## config.mk

```make
export PLATFORM = sky130hd
export DESIGN_NAME = acl_ctrl
export DESIGN_NICKNAME = d
export VERILOG_FILES = /design/src/acl_pkg.sv /design/src/acl_ctrl.sv /design/src/acl_conv_seq.sv /design/src/acl_pin_route.sv
export SDC_FILE = /design/constraint.sdc
export NUM_CORES = 1
export LEC_CHECK = 0
export ABC_CLOCK_PERIOD_IN_PS = 1500
export BUFFER_PORTS_ARGS = -buffer_cell sky130_fd_sc_hd__buf_2
export CORE_UTILIZATION = 44
export DETAILED_ROUTE_END_ITERATION = 12
export PLACE_DENSITY_LB_ADDON = 0.25
export SYNTH_ARGS = -nofsm -noshare
export SYNTH_HDL_FRONTEND = slang
export SYNTH_SLANG_ARGS = --single-unit
```

## constraint.sdc

```tcl
create_clock -name CLK_I -period 1.5 [get_ports CLK_I]
set_input_delay 0.225 -clock CLK_I [delete_from_list [all_inputs] [get_ports CLK_I]]
set_output_delay 0.225 -clock CLK_I [all_outputs]
set_load 0.01 [all_outputs]
```

## src/acl_pkg.sv

```systemverilog
package acl_pkg;

  localparam int ACL_CLK_PERIOD_NS = 100;
  localparam int ACL_CONV_TIME_NS = 2400;
  localparam int ACL_CONV_CYCLES = (ACL_CONV_TIME_NS + ACL_CLK_PERIOD_NS - 1) / ACL_CLK_PERIOD_NS;
  localparam int ACL_RES_W = 10;
  localparam int ACL_PADS = 10;
  localparam int ACL_CH_W = 5;

  localparam logic [ACL_CH_W-1:0] ACL_CH_OFF = 5'h1F;
  localparam logic [ACL_CH_W-1:0] ACL_CH_PAD8 = 5'h18;
  localparam logic [ACL_CH_W-1:0] ACL_CH_PAD9 = 5'h19;
  localparam logic [ACL_CH_W-1:0] ACL_CH_LAST_LOW = 5'h07;

  typedef struct packed {
    logic irq_en;
    logic continuous;
    logic [ACL_CH_W-1:0] channel;
  } acl_ctl_t;

  localparam acl_ctl_t ACL_CTL_RESET = '{irq_en: 1'b0, continuous: 1'b0, channel: ACL_CH_OFF};

  localparam logic ACL_HW_TRIGGER_PRESENT = 1'b0;

  function automatic logic acl_chan_off(input logic [ACL_CH_W-1:0] ch);
    return ch == ACL_CH_OFF;
  endfunction

endpackage

```

## src/acl_ctrl.sv

```systemverilog
`timescale 1ns/1ps
// Functional notes
// RQ1 - interrupt on each completion when enabled
// RQ2 - done flag sets on every completion
// RQ3 - wait mode keeps converting; software drops continuous
// RQ4 - single conversion falls to low power
// RQ5 - stop without async clock aborts conversion
// RQ6 - after stop, restart only on write
// RQ7 - async clock keeps converting through stop
// RQ8 - external mode in stop waits for trigger
// RQ9 - hardware trigger absent, tied inactive
// RQ10 - permitted break clears stay cleared
// RQ11 - blocked break leaves flags unchanged
// RQ12 - two-step clear spans break correctly
// RQ13 - analog inputs share port pads
// RQ14 - write or low read clears done
// RQ15 - write aborts and restarts unless off
// RQ16 - continuous converts until reset, stop, write
// RQ17 - break state and permit inputs gate clears
module acl_ctrl #(
  parameter int CONV_CYCLES = acl_pkg::ACL_CONV_CYCLES
) (
  // clock and reset
  input wire logic CLK_I,
  input wire logic RST_I,
  // status/control register access
  input wire logic SC_WR_I,
  input wire acl_pkg::acl_ctl_t SC_WDATA_I,
  output acl_pkg::acl_ctl_t SC_RDATA_O,
  // result register access
  input wire logic RES_HI_RD_I,
  input wire logic RES_LO_RD_I,
  input wire logic MODE_8BIT_I,
  output logic [acl_pkg::ACL_RES_W-1:0] RESULT_O,
  // configuration from the clock register
  input wire logic ASYNC_CLOCK_ENABLE_I,
  input wire logic EXTERNAL_CONVERT_MODE_I,
  // system state
  input wire logic WAIT_I,
  input wire logic STOP_I,
  input wire logic BREAK_I,
  input wire logic BREAK_CLEAR_PERMIT_I,
  // analog front end and pads
  input wire logic [acl_pkg::ACL_RES_W-1:0] SAMPLE_I,
  input wire logic [acl_pkg::ACL_PADS-1:0] GPIO_OE_I,
  output logic [acl_pkg::ACL_PADS-1:0] ANALOG_SEL_O,
  output logic [acl_pkg::ACL_PADS-1:0] PAD_OE_O,
  // status
  output logic CONV_DONE_FLAG_O,
  output logic IRQ_O,
  output logic BUSY_O,
  output logic LOW_POWER_O
);
  import acl_pkg::*;

  acl_ctl_t ctl_ff;
  logic done_flag_ff, nxt_done_flag;
  logic stopped_ff, nxt_stopped;
  logic pend_ff, nxt_pend;
  logic interlock_ff, nxt_interlock;
  logic [ACL_RES_W-1:0] result_ff;
  logic conv_busy;
  logic conv_done;
  logic [ACL_RES_W-1:0] conv_data;

  // no trigger pin on this variant; the path stays but never fires
  wire hw_trigger = ACL_HW_TRIGGER_PRESENT; // [RQ9]

  // flag clears are gated while a break is held and not permitted
  wire clear_ok = !BREAK_I || BREAK_CLEAR_PERMIT_I; // [RQ17] [RQ10] [RQ11]
  wire stop_abort = STOP_I && !ASYNC_CLOCK_ENABLE_I; // [RQ5]
  wire ext_hold = STOP_I && ASYNC_CLOCK_ENABLE_I && EXTERNAL_CONVERT_MODE_I; // [RQ8]
  wire trig_ok = !ext_hold || hw_trigger; // [RQ8]

  wire wr_go = SC_WR_I && !acl_chan_off(SC_WDATA_I.channel) && !stop_abort; // [RQ15]
  // continuous runs on through wait and through stop with the async clock
  wire cont_go = conv_done && ctl_ff.continuous && !acl_chan_off(ctl_ff.channel)
                 && !stopped_ff && !stop_abort && !SC_WR_I; // [RQ16] [RQ3] [RQ7]
  wire want_start = wr_go || cont_go || (pend_ff && !SC_WR_I && !stop_abort);
  wire start = want_start && trig_ok; // [RQ8]
  wire abort = SC_WR_I || stop_abort; // [RQ15] [RQ5]

  wire flag_clear = clear_ok && (SC_WR_I || RES_LO_RD_I); // [RQ14]
  wire hi_step = clear_ok && RES_HI_RD_I && !MODE_8BIT_I; // [RQ12]
  wire lo_step = clear_ok && RES_LO_RD_I; // [RQ12]
  wire transfer = conv_done && !(interlock_ff && !MODE_8BIT_I);

  // a completion in the clearing cycle wins, so no event is lost
  assign nxt_done_flag = conv_done ? 1'b1 : (flag_clear ? 1'b0 : done_flag_ff); // [RQ2] [RQ14]
  assign nxt_stopped = stop_abort ? 1'b1 : (SC_WR_I ? 1'b0 : stopped_ff); // [RQ6]
  assign nxt_pend = want_start && !trig_ok && !stop_abort; // [RQ8]
  assign nxt_interlock = hi_step ? 1'b1 : (lo_step ? 1'b0 : interlock_ff); // [RQ12]

  always_ff @(posedge CLK_I or posedge RST_I) begin
    if (RST_I) begin
      ctl_ff <= ACL_CTL_RESET;
    end else if (SC_WR_I) begin
      ctl_ff <= SC_WDATA_I;
    end
  end

  always_ff @(posedge CLK_I or posedge RST_I) begin
    if (RST_I) begin
      done_flag_ff <= 1'b0;
      stopped_ff <= 1'b0;
      pend_ff <= 1'b0;
      interlock_ff <= 1'b0;
    end else begin
      done_flag_ff <= nxt_done_flag;
      stopped_ff <= nxt_stopped;
      pend_ff <= nxt_pend;
      interlock_ff <= nxt_interlock;
    end
  end

  // results survive stop; only a new completion replaces them
  always_ff @(posedge CLK_I or posedge RST_I) begin
    if (RST_I) begin
      result_ff <= '0;
    end else if (transfer) begin
      result_ff <= conv_data; // [RQ6] [RQ16]
    end
  end

  acl_conv_seq #(
    .CONV_CYCLES(CONV_CYCLES)
  ) u_seq (
    .clk_i(CLK_I),
    .rst_i(RST_I),
    .start_i(start),
    .abort_i(abort),
    .sample_i(SAMPLE_I),
    .busy_o(conv_busy),
    .done_o(conv_done),
    .data_o(conv_data)
  );

  acl_pin_route u_pins (
    .channel_i(ctl_ff.channel),
    .enable_i(!acl_chan_off(ctl_ff.channel)),
    .gpio_oe_i(GPIO_OE_I),
    .analog_sel_o(ANALOG_SEL_O),
    .pad_oe_o(PAD_OE_O)
  );

  assign SC_RDATA_O = ctl_ff;
  assign RESULT_O = result_ff;
  assign CONV_DONE_FLAG_O = done_flag_ff;
  assign IRQ_O = done_flag_ff && ctl_ff.irq_en; // [RQ1]
  assign BUSY_O = conv_busy;
  // converter idles in low power whenever it is not converting; a held start waits there too
  assign LOW_POWER_O = !conv_busy; // [RQ4] [RQ8]

  chk_irq_on_done: assert property (@(posedge CLK_I) disable iff (RST_I) // [RQ1]
    conv_done && ctl_ff.irq_en && !SC_WR_I |=> IRQ_O) else $error("no interrupt after completion");

  chk_flag_sets: assert property (@(posedge CLK_I) disable iff (RST_I) // [RQ2]
    conv_done |=> CONV_DONE_FLAG_O) else $error("done flag missed a completion");

  chk_single_lowpower: assert property (@(posedge CLK_I) disable iff (RST_I) // [RQ4]
    conv_done && !ctl_ff.continuous && !SC_WR_I && !pend_ff |-> LOW_POWER_O ##1 LOW_POWER_O)
    else $error("single conversion did not drop to low power");

  chk_stop_aborts: assert property (@(posedge CLK_I) disable iff (RST_I) // [RQ5]
    STOP_I && !ASYNC_CLOCK_ENABLE_I |=> !BUSY_O && LOW_POWER_O) else $error("stop did not abort");

  chk_stop_no_resume: assert property (@(posedge CLK_I) disable iff (RST_I) // [RQ6]
    stopped_ff && !SC_WR_I && !BUSY_O |=> !BUSY_O) else $error("resumed without a write");

  chk_result_holds: assert property (@(posedge CLK_I) disable iff (RST_I) // [RQ6]
    !conv_done |=> RESULT_O == $past(RESULT_O)) else $error("result changed without completion");

  chk_async_runs: assert property (@(posedge CLK_I) disable iff (RST_I) // [RQ7]
    STOP_I && ASYNC_CLOCK_ENABLE_I && BUSY_O && !SC_WR_I && !conv_done |=> BUSY_O || conv_done)
    else $error("stop with async clock disturbed conversion");

  chk_ext_waits: assert property (@(posedge CLK_I) disable iff (RST_I) // [RQ8]
    ext_hold && !BUSY_O |=> !BUSY_O) else $error("converted in stop without trigger");

  chk_break_permit_clear: assert property (@(posedge CLK_I) disable iff (RST_I) // [RQ10]
    BREAK_I && BREAK_CLEAR_PERMIT_I && RES_LO_RD_I && !conv_done ##1 !conv_done |-> !CONV_DONE_FLAG_O)
    else $error("permitted break clear did not stick");

  chk_break_protect: assert property (@(posedge CLK_I) disable iff (RST_I) // [RQ11]
    BREAK_I && !BREAK_CLEAR_PERMIT_I && CONV_DONE_FLAG_O |=> CONV_DONE_FLAG_O)
    else $error("flag changed during protected break");

  chk_two_step: assert property (@(posedge CLK_I) disable iff (RST_I) // [RQ12]
    interlock_ff && BREAK_I && !BREAK_CLEAR_PERMIT_I |=> interlock_ff) else $error("first step lost in break");

  chk_clear_on_access: assert property (@(posedge CLK_I) disable iff (RST_I) // [RQ14]
    (SC_WR_I || RES_LO_RD_I) && clear_ok && !conv_done |=> !CONV_DONE_FLAG_O)
    else $error("done flag not cleared by access");

  chk_write_restarts: assert property (@(posedge CLK_I) disable iff (RST_I) // [RQ15]
    SC_WR_I && !acl_chan_off(SC_WDATA_I.channel) && !stop_abort && trig_ok |=> BUSY_O)
    else $error("write did not start a conversion");

  chk_write_off: assert property (@(posedge CLK_I) disable iff (RST_I) // [RQ15]
    SC_WR_I && acl_chan_off(SC_WDATA_I.channel) |=> !BUSY_O) else $error("all-ones write left converter on");

  chk_continuous: assert property (@(posedge CLK_I) disable iff (RST_I) // [RQ16]
    cont_go && trig_ok |=> BUSY_O) else $error("continuous mode did not restart");

  chk_wait_runs: assert property (@(posedge CLK_I) disable iff (RST_I) // [RQ3]
    WAIT_I && BUSY_O && !SC_WR_I && !stop_abort |=> BUSY_O || conv_done)
    else $error("wait mode disturbed a conversion");

  chk_ext_lowpower: assert property (@(posedge CLK_I) disable iff (RST_I) // [RQ8]
    ext_hold && pend_ff |-> LOW_POWER_O && !BUSY_O) else $error("held start left converter powered");

  chk_interlock_holds: assert property (@(posedge CLK_I) disable iff (RST_I) // [RQ12]
    interlock_ff && !MODE_8BIT_I && conv_done |=> RESULT_O == $past(RESULT_O))
    else $error("result replaced while read interlock held");

  chk_result_update: assert property (@(posedge CLK_I) disable iff (RST_I) // [RQ16]
    conv_done && !interlock_ff |=> RESULT_O == $past(conv_data)) else $error("completion did not update result");

  chk_offchan_isolated: assert property (@(posedge CLK_I) disable iff (RST_I) // [RQ13]
    acl_chan_off(ctl_ff.channel) |-> ANALOG_SEL_O == '0) else $error("pad routed while converter off");

  chk_pad_released: assert property (@(posedge CLK_I) disable iff (RST_I) // [RQ13]
    (ANALOG_SEL_O & PAD_OE_O) == '0) else $error("analog pad still driven by port");

endmodule

```

## src/acl_conv_seq.sv

```systemverilog
`timescale 1ns/1ps
module acl_conv_seq #(
  parameter int CONV_CYCLES = acl_pkg::ACL_CONV_CYCLES
) (
  input wire logic clk_i,
  input wire logic rst_i,
  // control
  input wire logic start_i,
  input wire logic abort_i,
  // sample from analog front end
  input wire logic [acl_pkg::ACL_RES_W-1:0] sample_i,
  // status
  output logic busy_o,
  output logic done_o,
  output logic [acl_pkg::ACL_RES_W-1:0] data_o
);
  import acl_pkg::*;

  initial begin
    if (CONV_CYCLES < 2 || CONV_CYCLES > 4096) $error("CONV_CYCLES out of range");
  end

  typedef enum logic [0:0] {SEQ_IDLE, SEQ_RUN} acl_seq_t;

  acl_seq_t state_ff, nxt_state;
  logic [12:0] cnt_ff, nxt_cnt;
  logic done_ff, nxt_done;
  logic [ACL_RES_W-1:0] data_ff, nxt_data;

  wire last_cycle = (state_ff == SEQ_RUN) && (cnt_ff == 13'(CONV_CYCLES - 1));

  always_comb begin
    nxt_state = state_ff;
    nxt_cnt = cnt_ff;
    nxt_done = 1'b0;
    nxt_data = data_ff;
    case (state_ff)
      SEQ_IDLE: begin
        nxt_cnt = '0;
      end
      SEQ_RUN: begin
        nxt_cnt = cnt_ff + 13'h0001;
        if (last_cycle) begin
          // counter parks at zero so it never shows the overrun value
          nxt_cnt = '0;
          nxt_state = SEQ_IDLE;
          nxt_done = 1'b1;
          nxt_data = sample_i;
        end
      end
      default: nxt_state = SEQ_IDLE;
    endcase
    // a fresh start overrides both abort and completion
    if (abort_i && !start_i) begin
      nxt_state = SEQ_IDLE;
      nxt_done = 1'b0;
    end
    if (start_i) begin
      nxt_state = SEQ_RUN;
      nxt_cnt = '0;
      nxt_done = 1'b0;
    end
  end

  always_ff @(posedge clk_i or posedge rst_i) begin
    if (rst_i) begin
      state_ff <= SEQ_IDLE;
      cnt_ff <= '0;
      done_ff <= 1'b0;
      data_ff <= '0;
    end else begin
      state_ff <= nxt_state;
      cnt_ff <= nxt_cnt;
      done_ff <= nxt_done;
      data_ff <= nxt_data;
    end
  end

  assign busy_o = (state_ff == SEQ_RUN);
  assign done_o = done_ff;
  assign data_o = data_ff;

  chk_seq_count_bound: assert property (@(posedge clk_i) disable iff (rst_i)
    cnt_ff < 13'(CONV_CYCLES)) else $error("sequencer count overran");
  chk_seq_done_idle: assert property (@(posedge clk_i) disable iff (rst_i)
    done_o |-> !$past(abort_i) && !busy_o || $past(start_i)) else $error("done while running");

endmodule

```

## src/acl_pin_route.sv

```systemverilog
`timescale 1ns/1ps
module acl_pin_route (
  input wire logic [acl_pkg::ACL_CH_W-1:0] channel_i,
  input wire logic enable_i,
  input wire logic [acl_pkg::ACL_PADS-1:0] gpio_oe_i,
  output logic [acl_pkg::ACL_PADS-1:0] analog_sel_o,
  output logic [acl_pkg::ACL_PADS-1:0] pad_oe_o
);
  import acl_pkg::*;

  // pads 0..7 map directly; pads 8 and 9 sit high in the channel space
  wire low_pad = channel_i <= ACL_CH_LAST_LOW;
  wire [ACL_PADS-1:0] low_sel = ACL_PADS'(10'h001 << channel_i[2:0]);
  wire [ACL_PADS-1:0] hi_sel = {channel_i == ACL_CH_PAD9, channel_i == ACL_CH_PAD8, 8'h00};
  wire [ACL_PADS-1:0] pad_sel = low_pad ? low_sel : hi_sel;

  assign analog_sel_o = enable_i ? pad_sel : '0; // [RQ13]
  // the selected pad is released from its port driver so the input is not loaded
  assign pad_oe_o = gpio_oe_i & ~analog_sel_o; // [RQ13]

endmodule

```

Word level (Yosys, flattened, before mapping)
Cells that the tools add are included.
{ "word_totals": {"register_bits": 46, "inputBits": 39} }
{ "op_classes": {"addsub": 1, "n_lt_le_gt_ge": 1, "eq_ne": 5, "shifts": 1, "n_mux": 19, "n_bitwise": 3, "reduce_logical": 45} }
{ "ops": {"columns": ["op", "count"], "rows": [
  ["$mux 13", 2],
  ["$pmux 13 s2", 1],
  ["$logic_and 1x1->1", 24],
  ["$eq 5x5->1 const B", 4],
  ["$mux 10", 2],
  ["$mux 1", 14],
  ["$add 13x1->13 const B", 1],
  ["$eq 13x5->1 const B", 1],
  ["$logic_not 1->1", 12],
  ["$and 10x10->10", 1],
  ["$not 10->10", 1],
  ["$shl 1x3->10 const A", 1],
  ["$reduce_bool 2->1", 3],
  ["$le 5x3->1 const B", 1],
  ["$logic_or 1x1->1", 5],
  ["$reduce_and 2->1", 1],
  ["$not 1->1", 1]
]} }

Longest topological paths before layout
{ "logic_depth": {"word_depth": 13, "depth_mapped": 6, "mapped_depth_nobuf": 5} }

Modules after synthesis
From an unflattened synthesis, not the netlist that was laid out.
{ "unflattened": {"cells_unflattened": 189, "hier_area_um2": 2234.6} }
{ "by_module_without_submodules": {"columns": ["module", "instances", "cells_per_inst", "area_each_um2", "seq_area_each_um2"], "rows": [
  ["acl_conv_seq", 1, 92, 1154.9, 625.6],
  ["acl_ctrl", 1, 67, 897.1, 531.8],
  ["acl_pin_route", 1, 30, 182.7, 0.0]
]} }

Worst setup path before layout
Ideal clock, no wire load.
{ "synth_path": {"kind": "reg2reg", "startpoint": "register u_seq.cnt_ff[0]", "endpoint": "register u_seq.data_ff[0] (netlist: u_seq.data_o[0])", "setup_time_ps": 125, "arrival_ps": 1471, "t_required_ps": 1375, "path_slack_ps": -96, "path_stages_with_launch": 6, "path_cell_list": "dfrtp_1 -> ha_1 -> nor4b_2 -> nand4_1 -> buf_6 -> mux2_4"} }
{ "synth_via": {"elab_chain_cells": 3} }
{ "synth_rtl": {"columns": ["element", "line", "rtl"], "rows": [
  ["start, declared", "acl_conv_seq.sv:26", "logic [12:0] cnt_ff, nxt_cnt;"],
  ["start signal, assigned", "acl_conv_seq.sv:73", "cnt_ff <= nxt_cnt;"],
  ["$eq 13x5->1", "acl_conv_seq.sv:30", "wire last_cycle = (state_ff == SEQ_RUN) && (cnt_ff == 13'(CONV_CYCLES - 1));"],
  ["$logic_and 1x1->1", "acl_conv_seq.sv:30", null],
  ["$reduce_and 2->1 (no line)", null, null],
  ["end signal, assigned", "acl_conv_seq.sv:75", "data_ff <= nxt_data;"],
  ["end, declared", "acl_conv_seq.sv:28", "logic [ACL_RES_W-1:0] data_ff, nxt_data;"]
]} }
Every way passes these cells.
A chain may end at the register's enable or synchronous reset.

Final worst setup path
{ "layout_path": {"startpoint": "register ctl_ff, in the netlist SC_RDATA_O[4]", "endpoint": "output port PAD_OE_O[8] in the netlist's numbering"} }
{ "layout_via": {"elab_chain_cells": 5, "word_cells_on_any_way": 7, "classes_between": "1 x order compare; 2 x eq/ne; 2 x mux; 2 x bitwise"} }
{ "layout_rtl": {"columns": ["element", "line", "rtl"], "rows": [
  ["start, declared", "acl_ctrl.sv:56", "acl_ctl_t ctl_ff;"],
  ["start signal, assigned", "acl_ctrl.sv:96", "ctl_ff <= ACL_CTL_RESET;"],
  ["start signal, assigned", "acl_ctrl.sv:98", "ctl_ff <= SC_WDATA_I;"],
  ["$le 5x3->1 / $eq 5x5->1 (equally long branches)", "acl_pin_route.sv:12, acl_pin_route.sv:14", null],
  ["$mux 10", "acl_pin_route.sv:15", "wire [ACL_PADS-1:0] pad_sel = low_pad ? low_sel : hi_sel;"],
  ["$mux 10 (*)", "acl_pin_route.sv:17", "assign analog_sel_o = enable_i ? pad_sel : '0;"],
  ["$not 10->10 (*)", "acl_pin_route.sv:19", "assign pad_oe_o = gpio_oe_i & ~analog_sel_o;"],
  ["$and 10x10->10 (*)", "acl_pin_route.sv:19", null],
  ["end, declared", "acl_ctrl.sv:47", "output logic [acl_pkg::ACL_PADS-1:0] PAD_OE_O,"]
]} }
Every way passes the cells marked *; elsewhere a longest branch is shown, timed or not.

==> run metrics <==
Remaining DRCs=0; global-route wire length before repair=7.838 mm; Vias/cell=4.877; Top Ports=80; max-cap violations=0; CTS buffer count=5; Hold Crit Depth=2; DP Wirelength=3.575 mm; Synth Cell Area=2183 µm²; Static Leak=0.001636 µW; starting density of the core=0.4592; row count=25; clk sink count=46; critical path class=flip-flop to primary output; Vias=1824; HP Class=input port to flip-flop; CP cell instances=buf_6, nand2_2, nor4_2, nor2b_1, buf_2; CP arrival=1.53 ns; Worst-Margin Slew=0.3542 ns; Post-synth EDFFs=0; Final Hold Slack=0.1594 ns; fillers=359; maximum vdd drop=567.7 µV; Setup-failing EPs final=42; multi-input logic area=1209 µm²; Post-synth ARST share=1.000; Sequential cell area=1157 µm²; FF-to-FF path depth=7; # nets final=346; share of power burned in the clock network=0.273; top_reg_cell synth=dfrtp_1; Syn Nets=224; sequential area share after synthesis=0.5301; Yosys reg bits=46; GR Util All Layers=0.1924; share of post-route cells with drive strength above 1=0.6352; vias in the first global route=1759; Routed WL=5.181 mm; clk root buf=clkbuf_8; routed length per placed instance=13.85 µm; DP Worst Slack=-0.04122 ns; area grow syn2layout=54.56%; average size of a mapped cell=11.87 µm²; Detailed Route Iter0 Violations=64; routability cong.=0.7880; Final WS setup=-0.2591 ns; Reg clk slew, reported paths=0.09 ns; Power Internal=1946 µW; Comb power frac=0.220; Final Hold Viols=0; count of unique library cells instantiated by Yosys=38; Gate Count Post-Synth=184; Port Buffers=78; CTS tree=built; Slew HR=0.7638; failing checks=negative setup slack; CTS HTree Levels=2; Final Cycle Share=1.173; Max Clk Rate=0.5685 GHz; CP peak stage delay=0.61 ns; Die ar.=5248 µm²; die height=72.44 µm; slowest CP cell=dfstp_2; largest net degree at the start of global routing=47; # diodes=0; Antenna Violating Nets Remaining=0; pwr/cell area=796.2 nW/µm²; DR pass1 iterations=4; clk_skew=0.01000 ns; total grt overflow=0; part of the power in registers=0.507; sw power=740.7 µW; Die Width=72.44 µm; Sw Share=0.2757; final slew viol count=0; core area=4755 µm²; WP data required=1.27 ns; RSZ-0062 raised after global routing=yes; status=finished, violations left; worst skew pair latency=0.29 ns; Worst Setup End Kind=primary output; startpoint types=flip-flop; CTS Buffer Depth=2; fin crit period=1.759 ns; worst-path maximum fanout=4; initial antenna violation count=0; synth warn=0
## metrics by stage
stage                     utilization  instance area, µm²  setup TNS [ns]  instances  power, µW
after floorplan                     -                2205         -0.1642        184       1586
after global placement         0.6089                2895         -0.1806        355       1792
after detailed placement       0.6089                2895         -0.2257        355       1802
after CTS                      0.6553                3115          -5.048        367       2599
after global routing           0.7097                3374          -9.390        374       2826
final                          0.7097                3374          -6.357        374       2687
## Yosys cell counts (2+ instances only)
cell       n  area, µm²
and3_1     2      12.51
buf_6      2      22.52
dfrtp_1   41       1026
dfstp_2    5      131.4
inv_1      8      30.03
mux2_2    17      191.4
mux2_4     9      135.1
nand2_1    5      18.77
nand2b_1   2      12.51
nand3_1    8      40.04
nand4_1    5      31.28
nor2_1    23      86.33
nor2b_1   11      68.82
nor3_1     9      45.04
nor4b_2    2      30.03
o21ai_0    4      20.02
xnor2_1    8      70.07
xor2_1     3      26.28
## layout by cell type, fill, tap and decap left out, types with 3 or more instances in the layout
| master | instances |
|---|---|
| nor3_4 | 3 |
| buf_12 | 3 |
| dfrtp_1 | 41 |
| nand3_1 | 7 |
| nand4_1 | 5 |
| dfstp_2 | 5 |
| clkbuf_8 | 5 |
| xnor2_1 | 8 |
| buf_2 | 75 |
| nor2_4 | 16 |
| nand2_1 | 3 |
| buf_6 | 14 |
| nor2_1 | 3 |
| buf_4 | 24 |
| nor2_2 | 4 |
| mux2_2 | 17 |
| nor2b_1 | 11 |
| xor2_1 | 3 |
| nor3_1 | 6 |
| o21ai_0 | 3 |
| mux2_4 | 9 |
| inv_1 | 8 |
## worst paths after layout
kind / from / end / slack (ns)
max in group asynchronous: RST_I / SC_RDATA_O[1] / 0.68
min in group asynchronous: RST_I / RESULT_O[4] / 0.54
max: SC_RDATA_O[4] / PAD_OE_O[8] / -0.26
min reg2reg: CONV_DONE_FLAG_O / CONV_DONE_FLAG_O / 0.49
max reg2reg: SC_RDATA_O[3] / u_seq.done_o / -0.23
min: SAMPLE_I[5] / u_seq.data_o[5] / 0.16
## registers in the layout, summed over array words and instances (netlist names)
signal,flops
pend_ff,1
u_seq.busy_o,1
CONV_DONE_FLAG_O,1
u_seq.done_o,1
SC_RDATA_O,7
u_seq.data_o,10
interlock_ff,1
u_seq.cnt_ff,13
RESULT_O,10
stopped_ff,1
## critical path: cells and delay by family, from the launching register on
kind | cells | cell delay [ns]
buf+inv | 2 | 0.26
simple gates | 3 | 0.37
flops | 1 | 0.61
## logic make-up after synthesis
kind of cell / synth area share
fa+ha+maj: 0.005730
flops: 0.5301
xor+xnor: 0.04413
buf+inv: 0.02579
compound gates: 0.04413
mux: 0.1496
simple gates: 0.2006
## power by group through the flow
stage / Combinational (µW) / Clock, µW / Sequential [µW]
after global placement: 419 / 0 / 1370
after floorplan: 189 / 0 / 1400
final: 591 / 734 / 1360
after global routing: 638 / 818 / 1370
after CTS: 483 / 760 / 1360
after detailed placement: 426 / 0 / 1380
## metal layers
| metal | global-route usage | vias up | wire (µm) |
|---|---|---|---|
| li1 | - | 880 | - |
| met1 | 0.2372 | 885 | 2188 |
| met2 | 0.3396 | 54 | 2702 |
| met3 | 0.04028 | 5 | 240 |
| met4 | 0.05664 | 0 | 50 |
| met5 | 0 | - | 0 |
## final cells by class
type                       instances  area share
timing repair buffer             118      0.2395
multi-input combinational        127      0.3582
inverter                           8    0.008899
sequential                        46      0.3430
clock inverter                     2    0.004079
clock buffer                       6     0.02151
tap                               67     0.02484
## timing repair
action | in CTS | in global routing
endpoints found under the setup margin | 29 | 44
hold buffers | 1 | 0
pin swaps | 10 | 12
hold endpoints to repair | 27 | 0
resized for setup | 21 | 47
buffers inserted | 4 | 6
gates cloned | 0 | 1
Note: power is estimated with default switching activity, not from simulation.
